[src/design/shp_regs.svh]
`ifndef SHP_REGS_SVH
`define SHP_REGS_SVH

// ==========================================
// Register byte offsets
`define SHP_OFF_PORT_A 8'h00
`define SHP_OFF_PORT_B 8'h04
`define SHP_OFF_STATUS 8'h08
`define SHP_OFF_CTRL 8'h0c

// ==========================================
// Control word fields
`define SHP_CW_MODE_SET 7
`define SHP_CW_A_MODE_HI 6
`define SHP_CW_A_MODE_LO 5
`define SHP_CW_A_INPUT 4
`define SHP_CW_B_MODE 2
`define SHP_CW_B_INPUT 1
`define SHP_BSR_IDX_HI 3
`define SHP_BSR_IDX_LO 1
`define SHP_BSR_VALUE 0

// ==========================================
// Bit set/reset positions of the enables
`define SHP_CTRL_BIT_TWO 3'h2
`define SHP_CTRL_BIT_FOUR 3'h4
`define SHP_CTRL_BIT_SIX 3'h6

// ==========================================
// Status word positions
`define SHP_ST_IRQ_B 0
`define SHP_ST_FULL_B 1
`define SHP_ST_IE_B 2
`define SHP_ST_IRQ_A 3
`define SHP_ST_IE_A_IN 4
`define SHP_ST_FULL_A 5
`define SHP_ST_IE_A_OUT 6
`define SHP_ST_OUT_FULL_N_A 7

// ==========================================
// Reset values and widths
`define SHP_PORT_W 8
`define SHP_SYNC_IDLE 1'b1
`define SHP_RESET_INPUT 1'b1

`endif

[src/design/shp_pkg.sv]
package shp_pkg;

  // ==========================================
  // Operating mode of one group
  typedef enum logic [1:0] {
    SHP_MODE_BASIC,
    SHP_MODE_STROBED,
    SHP_MODE_BIDIR
  } shp_mode_type;

  // ==========================================
  // Handshake state of one data port
  typedef struct packed {
    logic [7:0] in_lat;
    logic [7:0] out_lat;
    logic in_full;
    logic out_full_n;
    logic strobe_src;
    logic ack_src;
    logic wr_done;
  } shp_group_type;

  // ==========================================
  // Whole state of the port controller
  typedef struct packed {
    logic ack;
    logic [31:0] rdata;
    shp_mode_type mode_a;
    logic a_input;
    shp_mode_type mode_b;
    logic b_input;
    logic irq_en_a_in;
    logic irq_en_a_out;
    logic irq_en_b;
    shp_group_type grp_a;
    shp_group_type grp_b;
  } shp_state_type;

endpackage : shp_pkg

[src/design/shp_port_ctrl.sv]
`timescale 1ns/1ps
`include "shp_regs.svh"

// Overview of operation
// RULE1 - Strobed mode: two groups, port plus control slice
// RULE2 - Each port input or output, both latched
// RULE3 - Low input strobe captures pins into latch
// RULE4 - Input-full set by strobe, cleared read rise
// RULE5 - Input irq: strobe rise sets, read fall clears
// RULE6 - Enables written by bit set/reset: 4,6,2
// RULE7 - Output-full low on write rise, ack clears
// RULE8 - Output data valid by output-full rise
// RULE9 - Peripheral drives ack low when ready
// RULE10 - Peripheral latches data on output-full rise
// RULE11 - Output irq: ack rise sets, write fall clears
// RULE12 - Bidirectional mode for group A only
// RULE13 - Bidir irq from ack or strobe rise, enabled
// RULE14 - Bidir irq cleared by matching host strobe
// RULE15 - Bidir output-full low after host write
// RULE16 - Bidir port A drives only while ack low
// RULE17 - Bidir output enable set at bit six
// RULE18 - Bidir input-full high after strobed capture
// RULE19 - Irq suppressed unless its enable is set
// RULE20 - Mode selection and reset clear all enables
// RULE21 - Bidir input enable set at bit four
// RULE22 - Pin strobes synchronised, edges detected
// RULE23 - Handshake flags inactive after reset

module shp_port_ctrl (
  input wire logic clk,
  input wire logic rst,
  input wire logic wb_cyc,
  input wire logic wb_stb,
  input wire logic wb_we,
  input wire logic [7:0] wb_adr,
  input wire logic [3:0] wb_sel,
  input wire logic [31:0] wb_dat_wr,
  output logic [31:0] wb_dat_rd,
  output logic wb_ack,
  input wire logic [7:0] pa_in,
  output logic [7:0] pa_out,
  output logic [7:0] pa_oe,
  input wire logic [7:0] pb_in,
  output logic [7:0] pb_out,
  output logic [7:0] pb_oe,
  input wire logic input_strobe_n_a,
  input wire logic ack_n_a,
  input wire logic input_strobe_n_b,
  input wire logic ack_n_b,
  output logic input_full_a,
  output logic output_full_n_a,
  output logic irq_request_a,
  output logic input_full_b,
  output logic output_full_n_b,
  output logic irq_request_b
);

  // ==========================================
  // Registered state and its next value
  shp_pkg::shp_state_type q;
  shp_pkg::shp_state_type d;

  // ==========================================
  // Pin strobe synchronisers
  logic [3:0] pin_raw;
  logic [3:0] pin_level;
  logic [3:0] pin_rise;

  // Fixed line order: strobe A, ack A, strobe B, ack B
  assign pin_raw = {ack_n_b, input_strobe_n_b, ack_n_a, input_strobe_n_a};

  // Peripheral pins move at any time, so every line is synchronised here and its rise taken; falls are left open [RULE22]
  shp_sync_edge #(
    .W(4)
  ) u_shp_sync_edge (
    .clk(clk),
    .rst(rst),
    .raw(pin_raw),
    .level(pin_level),
    .rise(pin_rise),
    .fall()
  );

  logic strobe_low_a;
  logic strobe_rise_a;
  logic ack_low_a;
  logic ack_rise_a;
  logic strobe_low_b;
  logic strobe_rise_b;
  logic ack_low_b;
  logic ack_rise_b;

  // Named views of the synchronised lines
  assign strobe_low_a = ~pin_level[0];
  assign strobe_rise_a = pin_rise[0];
  assign ack_low_a = ~pin_level[1];
  assign ack_rise_a = pin_rise[1];
  assign strobe_low_b = ~pin_level[2];
  assign strobe_rise_b = pin_rise[2];
  assign ack_low_b = ~pin_level[3];
  assign ack_rise_b = pin_rise[3];

  // ==========================================
  // Host bus events
  logic bus_req;
  logic bus_first;
  logic bus_last;
  logic hit_a;
  logic hit_b;
  logic hit_ctrl;
  logic [7:0] host_byte;
  logic rd_fall_a;
  logic rd_rise_a;
  logic wr_fall_a;
  logic wr_rise_a;
  logic rd_fall_b;
  logic rd_rise_b;
  logic wr_fall_b;
  logic wr_rise_b;
  logic ctrl_wr;

  // Request start stands for the strobe fall, the acked cycle for its rise
  assign bus_req = wb_cyc & wb_stb;
  assign bus_first = bus_req & ~q.ack;
  assign bus_last = bus_req & q.ack;
  assign hit_a = (wb_adr == `SHP_OFF_PORT_A);
  assign hit_b = (wb_adr == `SHP_OFF_PORT_B);
  assign hit_ctrl = (wb_adr == `SHP_OFF_CTRL);
  assign host_byte = wb_dat_wr[7:0];

  // Only byte lane 0 carries data; the upper lanes are ignored
  assign rd_fall_a = bus_first & ~wb_we & hit_a;
  assign rd_rise_a = bus_last & ~wb_we & hit_a;
  assign wr_fall_a = bus_first & wb_we & wb_sel[0] & hit_a;
  assign wr_rise_a = bus_last & wb_we & wb_sel[0] & hit_a;
  assign rd_fall_b = bus_first & ~wb_we & hit_b;
  assign rd_rise_b = bus_last & ~wb_we & hit_b;
  assign wr_fall_b = bus_first & wb_we & wb_sel[0] & hit_b;
  assign wr_rise_b = bus_last & wb_we & wb_sel[0] & hit_b;
  assign ctrl_wr = bus_last & wb_we & wb_sel[0] & hit_ctrl;

  // ==========================================
  // Mode views
  logic a_bidir;
  logic a_in_path;
  logic a_out_path;
  logic b_in_path;
  logic b_out_path;

  // Group A: strobed input, strobed output or both at once [RULE1] [RULE2] [RULE12]
  assign a_bidir = (q.mode_a == shp_pkg::SHP_MODE_BIDIR);
  assign a_in_path = a_bidir | ((q.mode_a == shp_pkg::SHP_MODE_STROBED) & q.a_input);
  assign a_out_path = a_bidir | ((q.mode_a == shp_pkg::SHP_MODE_STROBED) & ~q.a_input);

  // Group B has no bidirectional path [RULE12]
  assign b_in_path = (q.mode_b == shp_pkg::SHP_MODE_STROBED) & q.b_input;
  assign b_out_path = (q.mode_b == shp_pkg::SHP_MODE_STROBED) & ~q.b_input;

  // ==========================================
  // Interrupt clear terms of group A
  logic both_src_a;
  logic clr_strobe_a;
  logic clr_ack_a;

  // Both causes pending: a host strobe after a write pulse clears both [RULE14]
  assign both_src_a = q.grp_a.strobe_src & q.grp_a.ack_src;
  assign clr_strobe_a = rd_fall_a | (a_bidir & both_src_a & wr_fall_a & q.grp_a.wr_done);
  assign clr_ack_a = wr_fall_a | (a_bidir & both_src_a & rd_fall_a & q.grp_a.wr_done);

  // ==========================================
  // Interrupt outputs, gated by the live enables [RULE19]
  assign irq_request_a = (q.grp_a.strobe_src & q.irq_en_a_in & a_in_path)
    | (q.grp_a.ack_src & q.irq_en_a_out & a_out_path);
  assign irq_request_b = (q.grp_b.strobe_src & q.irq_en_b & b_in_path)
    | (q.grp_b.ack_src & q.irq_en_b & b_out_path);

  // ==========================================
  // Read path
  logic [7:0] status_byte;
  logic [7:0] ctrl_byte;
  logic [7:0] rd_byte;

  // Status word: flags and enables of both groups
  assign status_byte[`SHP_ST_IRQ_B] = irq_request_b;
  assign status_byte[`SHP_ST_FULL_B] = q.b_input ? q.grp_b.in_full : q.grp_b.out_full_n;
  assign status_byte[`SHP_ST_IE_B] = q.irq_en_b;
  assign status_byte[`SHP_ST_IRQ_A] = irq_request_a;
  assign status_byte[`SHP_ST_IE_A_IN] = q.irq_en_a_in;
  assign status_byte[`SHP_ST_FULL_A] = q.grp_a.in_full;
  assign status_byte[`SHP_ST_IE_A_OUT] = q.irq_en_a_out;
  assign status_byte[`SHP_ST_OUT_FULL_N_A] = q.grp_a.out_full_n;

  // Control word reads back with the mode-set bit high
  assign ctrl_byte = {1'b1, q.mode_a, q.a_input, 1'b0,
    (q.mode_b == shp_pkg::SHP_MODE_STROBED), q.b_input, 1'b0};

  // Basic input reads the live pins; the other modes read the latches
  always_comb
  begin
    rd_byte = 8'h00;
    case (wb_adr)
      `SHP_OFF_PORT_A:
      begin
        if (q.mode_a == shp_pkg::SHP_MODE_BASIC)
        begin
          rd_byte = q.a_input ? pa_in : q.grp_a.out_lat;
        end
        else
        begin
          rd_byte = a_in_path ? q.grp_a.in_lat : q.grp_a.out_lat;
        end
      end
      `SHP_OFF_PORT_B:
      begin
        if (q.mode_b == shp_pkg::SHP_MODE_BASIC)
        begin
          rd_byte = q.b_input ? pb_in : q.grp_b.out_lat;
        end
        else
        begin
          rd_byte = b_in_path ? q.grp_b.in_lat : q.grp_b.out_lat;
        end
      end
      `SHP_OFF_STATUS: rd_byte = status_byte;
      `SHP_OFF_CTRL: rd_byte = ctrl_byte;
      default: rd_byte = 8'h00;
    endcase
  end

  // ==========================================
  // Next state
  always_comb
  begin
    d = q;
    // One wait state; ack drops in the cycle after it was given
    d.ack = bus_req & ~q.ack;
    if (bus_first & ~wb_we)
    begin
      d.rdata = {24'h000000, rd_byte};
    end

    // Output latches take host writes in every mode [RULE2]
    if (wr_rise_a)
    begin
      d.grp_a.out_lat = host_byte;
    end
    if (wr_rise_b)
    begin
      d.grp_b.out_lat = host_byte;
    end

    // Group A input: pins follow while the strobe is low [RULE3] [RULE18]
    if (a_in_path)
    begin
      if (strobe_low_a)
      begin
        d.grp_a.in_lat = pa_in;
      end
      // Input-full: strobe sets, read rise clears, set wins [RULE4] [RULE18]
      if (strobe_low_a)
      begin
        d.grp_a.in_full = 1'b1;
      end
      else if (rd_rise_a)
      begin
        d.grp_a.in_full = 1'b0;
      end
      // Strobe rise raises the cause only when enabled [RULE5] [RULE13]
      if (strobe_rise_a & q.irq_en_a_in)
      begin
        d.grp_a.strobe_src = 1'b1;
      end
      else if (clr_strobe_a)
      begin
        d.grp_a.strobe_src = 1'b0;
      end
    end

    // Group A output: latch is loaded at the output-full fall [RULE7] [RULE8] [RULE15]
    if (a_out_path)
    begin
      if (wr_rise_a)
      begin
        d.grp_a.out_full_n = 1'b0;
      end
      else if (ack_low_a)
      begin
        d.grp_a.out_full_n = 1'b1;
      end
      // Ack rise raises the cause only when enabled [RULE11] [RULE13]
      if (ack_rise_a & q.irq_en_a_out)
      begin
        d.grp_a.ack_src = 1'b1;
      end
      else if (clr_ack_a)
      begin
        d.grp_a.ack_src = 1'b0;
      end
    end

    // Remembers a finished write pulse for the double-cause clear [RULE14]
    if (wr_rise_a)
    begin
      d.grp_a.wr_done = 1'b1;
    end
    else if (rd_fall_a | wr_fall_a)
    begin
      d.grp_a.wr_done = 1'b0;
    end

    // Group B input [RULE3] [RULE4] [RULE5]
    if (b_in_path)
    begin
      if (strobe_low_b)
      begin
        d.grp_b.in_lat = pb_in;
        d.grp_b.in_full = 1'b1;
      end
      else if (rd_rise_b)
      begin
        d.grp_b.in_full = 1'b0;
      end
      if (strobe_rise_b & q.irq_en_b)
      begin
        d.grp_b.strobe_src = 1'b1;
      end
      else if (rd_fall_b)
      begin
        d.grp_b.strobe_src = 1'b0;
      end
    end

    // Group B output [RULE7] [RULE11]
    if (b_out_path)
    begin
      if (wr_rise_b)
      begin
        d.grp_b.out_full_n = 1'b0;
      end
      else if (ack_low_b)
      begin
        d.grp_b.out_full_n = 1'b1;
      end
      if (ack_rise_b & q.irq_en_b)
      begin
        d.grp_b.ack_src = 1'b1;
      end
      else if (wr_fall_b)
      begin
        d.grp_b.ack_src = 1'b0;
      end
    end

    // Control writes come last so that a mode change wins over handshakes
    if (ctrl_wr & host_byte[`SHP_CW_MODE_SET])
    begin
      case (host_byte[`SHP_CW_A_MODE_HI:`SHP_CW_A_MODE_LO])
        2'h0: d.mode_a = shp_pkg::SHP_MODE_BASIC;
        2'h1: d.mode_a = shp_pkg::SHP_MODE_STROBED;
        default: d.mode_a = shp_pkg::SHP_MODE_BIDIR;
      endcase
      d.a_input = host_byte[`SHP_CW_A_INPUT];
      d.mode_b = host_byte[`SHP_CW_B_MODE] ? shp_pkg::SHP_MODE_STROBED
        : shp_pkg::SHP_MODE_BASIC;
      d.b_input = host_byte[`SHP_CW_B_INPUT];
      // Every mode selection clears the enables and the flags [RULE20]
      d.irq_en_a_in = 1'b0;
      d.irq_en_a_out = 1'b0;
      d.irq_en_b = 1'b0;
      d.grp_a.in_full = 1'b0;
      d.grp_a.out_full_n = 1'b1;
      d.grp_a.strobe_src = 1'b0;
      d.grp_a.ack_src = 1'b0;
      d.grp_a.wr_done = 1'b0;
      d.grp_b.in_full = 1'b0;
      d.grp_b.out_full_n = 1'b1;
      d.grp_b.strobe_src = 1'b0;
      d.grp_b.ack_src = 1'b0;
      d.grp_b.wr_done = 1'b0;
    end
    else if (ctrl_wr)
    begin
      // Enables are reachable only by bit set/reset [RULE6] [RULE17] [RULE21]
      case (host_byte[`SHP_BSR_IDX_HI:`SHP_BSR_IDX_LO])
        `SHP_CTRL_BIT_TWO: d.irq_en_b = host_byte[`SHP_BSR_VALUE];
        `SHP_CTRL_BIT_FOUR: d.irq_en_a_in = host_byte[`SHP_BSR_VALUE];
        `SHP_CTRL_BIT_SIX: d.irq_en_a_out = host_byte[`SHP_BSR_VALUE];
        default: d.irq_en_b = q.irq_en_b;
      endcase
    end
  end

  // ==========================================
  // State register with synchronous reset
  // Flags come out of reset inactive, ports as inputs [RULE20] [RULE23]
  always_ff @(posedge clk)
  begin
    if (rst)
    begin
      q.ack <= 1'b0;
      q.rdata <= 32'h00000000;
      q.mode_a <= shp_pkg::SHP_MODE_BASIC;
      q.a_input <= `SHP_RESET_INPUT;
      q.mode_b <= shp_pkg::SHP_MODE_BASIC;
      q.b_input <= `SHP_RESET_INPUT;
      q.irq_en_a_in <= 1'b0;
      q.irq_en_a_out <= 1'b0;
      q.irq_en_b <= 1'b0;
      q.grp_a.in_lat <= 8'h00;
      q.grp_a.out_lat <= 8'h00;
      q.grp_a.in_full <= 1'b0;
      q.grp_a.out_full_n <= 1'b1;
      q.grp_a.strobe_src <= 1'b0;
      q.grp_a.ack_src <= 1'b0;
      q.grp_a.wr_done <= 1'b0;
      q.grp_b.in_lat <= 8'h00;
      q.grp_b.out_lat <= 8'h00;
      q.grp_b.in_full <= 1'b0;
      q.grp_b.out_full_n <= 1'b1;
      q.grp_b.strobe_src <= 1'b0;
      q.grp_b.ack_src <= 1'b0;
      q.grp_b.wr_done <= 1'b0;
    end
    else
    begin
      q <= d;
    end
  end

  // ==========================================
  // Outputs
  assign wb_ack = q.ack;
  assign wb_dat_rd = q.rdata;
  assign pa_out = q.grp_a.out_lat;
  assign pb_out = q.grp_b.out_lat;
  assign input_full_a = q.grp_a.in_full;
  assign output_full_n_a = q.grp_a.out_full_n;
  assign input_full_b = q.grp_b.in_full;
  assign output_full_n_b = q.grp_b.out_full_n;

  // Bidirectional port A drives only while ack is low; the sync lag
  // means the drivers follow the pin two cycles late [RULE16]
  always_comb
  begin
    pa_oe = 8'h00;
    if (a_bidir)
    begin
      pa_oe = {8{ack_low_a}};
    end
    else if (~q.a_input)
    begin
      pa_oe = 8'hff;
    end
  end

  // Port B drives whenever it is an output
  assign pb_oe = q.b_input ? 8'h00 : 8'hff;

endmodule : shp_port_ctrl

[src/design/shp_sync_edge.sv]
`timescale 1ns/1ps
`include "shp_regs.svh"

module shp_sync_edge #(
  parameter int W = 4
) (
  input wire logic clk,
  input wire logic rst,
  input wire logic [W-1:0] raw,
  output logic [W-1:0] level,
  output logic [W-1:0] rise,
  output logic [W-1:0] fall
);

  // ==========================================
  // State: two synchroniser stages and a history stage
  typedef struct packed {
    logic [W-1:0] s1;
    logic [W-1:0] s2;
    logic [W-1:0] s3;
  } shp_sync_type;

  shp_sync_type q;
  shp_sync_type d;

  // Shift the pins through; only s2 and s3 are looked at
  always_comb
  begin
    d = q;
    d.s1 = raw;
    d.s2 = q.s1;
    d.s3 = q.s2;
  end

  // Idle high so reset release makes no false edge
  always_ff @(posedge clk)
  begin
    if (rst)
    begin
      q.s1 <= {W{`SHP_SYNC_IDLE}};
      q.s2 <= {W{`SHP_SYNC_IDLE}};
      q.s3 <= {W{`SHP_SYNC_IDLE}};
    end
    else
    begin
      q <= d;
    end
  end

  // ==========================================
  // Per-line edge detection
  genvar i;
  generate
    for (i = 0; i < W; i++)
    begin : g_line
      assign level[i] = q.s2[i];
      assign rise[i] = q.s2[i] & ~q.s3[i];
      assign fall[i] = ~q.s2[i] & q.s3[i];
    end
  endgenerate

endmodule : shp_sync_edge
[config.mk]
export PLATFORM = sky130hd
export DESIGN_NAME = shp_port_ctrl
export DESIGN_NICKNAME = d
export VERILOG_FILES = /design/src/design/shp_pkg.sv /design/src/design/shp_port_ctrl.sv /design/src/design/shp_sync_edge.sv
export VERILOG_INCLUDE_DIRS = /design/src /design/src/design
export SDC_FILE = /design/constraint.sdc
export NUM_CORES = 1
export LEC_CHECK = 0
export ABC_CLOCK_PERIOD_IN_PS = 1540
export BUFFER_PORTS_ARGS = -buffer_cell sky130_fd_sc_hd__clkbuf_2
export CORE_MARGIN = 2
export CORE_UTILIZATION = 46
export DETAILED_ROUTE_END_ITERATION = 8
export PLACE_DENSITY = 0.77
export SLEW_MARGIN = 20
export SYNTH_ARGS = -nofsm -noshare
export SYNTH_HDL_FRONTEND = slang
export SYNTH_HIERARCHICAL = 1
export SYNTH_SLANG_ARGS = --single-unit
[constraint.sdc]
create_clock -name clk -period 1.54 [get_ports clk]
set_input_delay 0.154 -clock clk [delete_from_list [all_inputs] [get_ports clk]]
set_output_delay 0.154 -clock clk [all_outputs]
set_load 0.01 [all_outputs]
==> reports/qor.txt <==
CTS clock-pin slew for the worst setup and hold paths = 0.07 ns
Crit. End Element = primary output
Fmax = 548.8 MHz
fin crit share = 118.3%
Design Area, Final = 4761 um2
share of cells above drive strength 1 = 30.93%
Slew HR = 59.96%
TritonCTS clock tree = done
Pint = 2.767 mW
hold crit path type = primary input to register
Final setup viols = 10
hold_ws = 0.03671 ns
later-pin clock latency in the skew report = 0.35 ns
Max clock buf depth = 2
final hold violation count = 0
Detailed Route Iter0 Violations = 266
Setup Crit Path Kind = register to primary output
vias in the first global route = 3378
clk sinks = 70
RSZ-0062 raised after global routing = yes
final setup margin = -0.2823 ns
H-tree level count = 3
required time at the worst-slack endpoint = 1.39 ns
clock power share = 41.3%
Buffers on Ports = 88
grt total ovfl = 0
# diodes = 0
status = finished, violations left
violated checks = setup timing
Final min period = 1.822 ns
initial antenna violation count = 0
DR WL met3 = 786 um
chip height = 97.63 um
P per Cell Area = 762.4 nW/um2
placed insts = 650
CTS root buf = clkbuf_8
Pwr Total = 3.630 mW
Final Util = 55.40%
CP arrival = 1.67 ns
maximum number of pins on one net before global-route repair = 60
switching share of power = 23.78%
die width = 97.63 um
M1 WL = 4401 um
worst-path cell chain = or3b_4, and2_4, o22a_1, inv_1, buf_2
Max FO, Critical Path = 6
Mapped Area = 4033 um2
via count = 3749
Core Rows = 34
Gate power share = 8.3%
die area = 9532 um2
Nets = 633
Mean Syn Cell Area = 8.130 um2
first-pass GRT wire length = 16600 um
R2R Setup Slk = -0.03 ns
yosys warns = 6
gpl congestion = 0.8715
Initial Utilization = 46.93%
met2 WL post-DR = 5277 um
VDD IR-drop max = 0.0004873 V
Leakage = 1.911 nW
Vias/cell = 5.538
DR pass1 iterations = 5
dpl cell area = 4343 um2
Top Ports = 140
CP max stage cell = or3b_4
Area Growth Syn to Fin = 18.06%
Max Cap Viol = 0
Synth Instances = 496
CTS Buf Count = 9
Final Max Slew Viols = 0
sequential share of power = 50.3%
highest routed layer = met4
final antenna-violating net count = 0
Setup Skew = 0.006087 ns
Post-route DRC = 0
dpl hpwl = 7666 um
GRT Total Usage = 21.64%
Psw = 863.0 uW
crit path launch type = register
post-route insts no fill = 677
Slew @ Worst Pin = 0.6005 ns
peak per-stage delay on the critical path = 0.40 ns
core area = 8593 um2
wire length per cell = 15.74 um
final WL = 10660 um
[layout make-up]
cell class | count | area, um2
Clock buffer | 12 | 155.1
Clock inverter | 4 | 45.04
Fill cell | 787 | 3832
Inverter | 6 | 22.52
Multi-Input combinational cell | 342 | 2138
Sequential cell | 70 | 1410
Tap cell | 108 | 135.1
Timing Repair Buffer | 135 | 854.6
[flip-flops by register name, indices dropped and copies added (netlist names)]
| register | count |
|---|---|
| ctrl_byte | 4 |
| input_full_a | 1 |
| input_full_b | 1 |
| output_full_n_a | 1 |
| output_full_n_b | 1 |
| pa_out | 8 |
| pb_out | 8 |
| q | 25 |
| u_shp_sync_edge/d | 4 |
| u_shp_sync_edge/level | 4 |
| u_shp_sync_edge/q | 4 |
| wb_ack | 1 |
| wb_dat_rd | 8 |
[worst max-delay path, delay by kind of cell (launching register included)]
family          cells  cell delay, ns
buf+inv             2            0.18
simple gates        2            0.56
compound gates      1            0.21
flops               1            0.37
[path summary, 6_finish.rpt]
check                                           endpoint  depth (start not counted)                 start
worst max-delay path                       irq_request_a                          5          ctrl_byte[6]
worst min register to register  u_shp_sync_edge/level[0]                          1  u_shp_sync_edge/d[4]
worst min-delay path                               q[34]                          3              pa_in[0]
worst max register to register                     q[22]                          6          ctrl_byte[6]
[timing repair]
item,4_1_cts,5_1_grt
gates resized for setup,11,24
pin swaps,1,11
hold buffers,4,0
hold endpoints to repair,4,0
endpoints found under the setup margin,21,40
setup buffers,4,4
[per-stage QoR]
step / worst slack (ns) / setup TNS, ns
after global placement: -0.04858 / -0.4444
after CTS: -0.2738 / -1.989
after floorplan: 0.04098 / 0
final: -0.2823 / -1.814
after detailed placement: -0.1021 / -1.391
after global routing: -0.3563 / -2.504
[per-layer routing]
metal  global-route usage (%)  vias up
li1                         -     1806
met1                    27.75     1749
met2                    35.76      174
met3                    5.827       20
met4                    6.303        0
met5                        0        -
[placed cells by master, fill, tap and decap left out, drive strengths merged, types with 3 or more instances in the layout]
cell type / count
nor4: 5
dfxtp: 70
o31ai: 3
o211ai: 6
conb: 24
nand2b: 5
a21oi: 50
buf: 49
and2: 3
nand2: 30
nand3b: 3
clkbuf: 94
nand4: 6
mux2i: 37
nor2b: 9
or2: 15
a31oi: 5
nand3: 24
o21ai: 36
nor2: 35
clkinv: 3
dlygate4sd3: 4
a211oi: 7
nor3: 6
inv: 6
nand4b: 3
[power groups by stage]
| stage | Combinational [mW] | Sequential, mW | Clock, mW |
|---|---|---|---|
| floorplan | 0.204 | 1.87 | 0 |
| global route | 0.327 | 1.83 | 1.61 |
| global placement | 0.274 | 1.87 | 0 |
| CTS | 0.289 | 1.83 | 1.52 |
| detailed placement | 0.281 | 1.87 | 0 |
| finish | 0.302 | 1.83 | 1.50 |
Power figures use the tool's default switching activity.
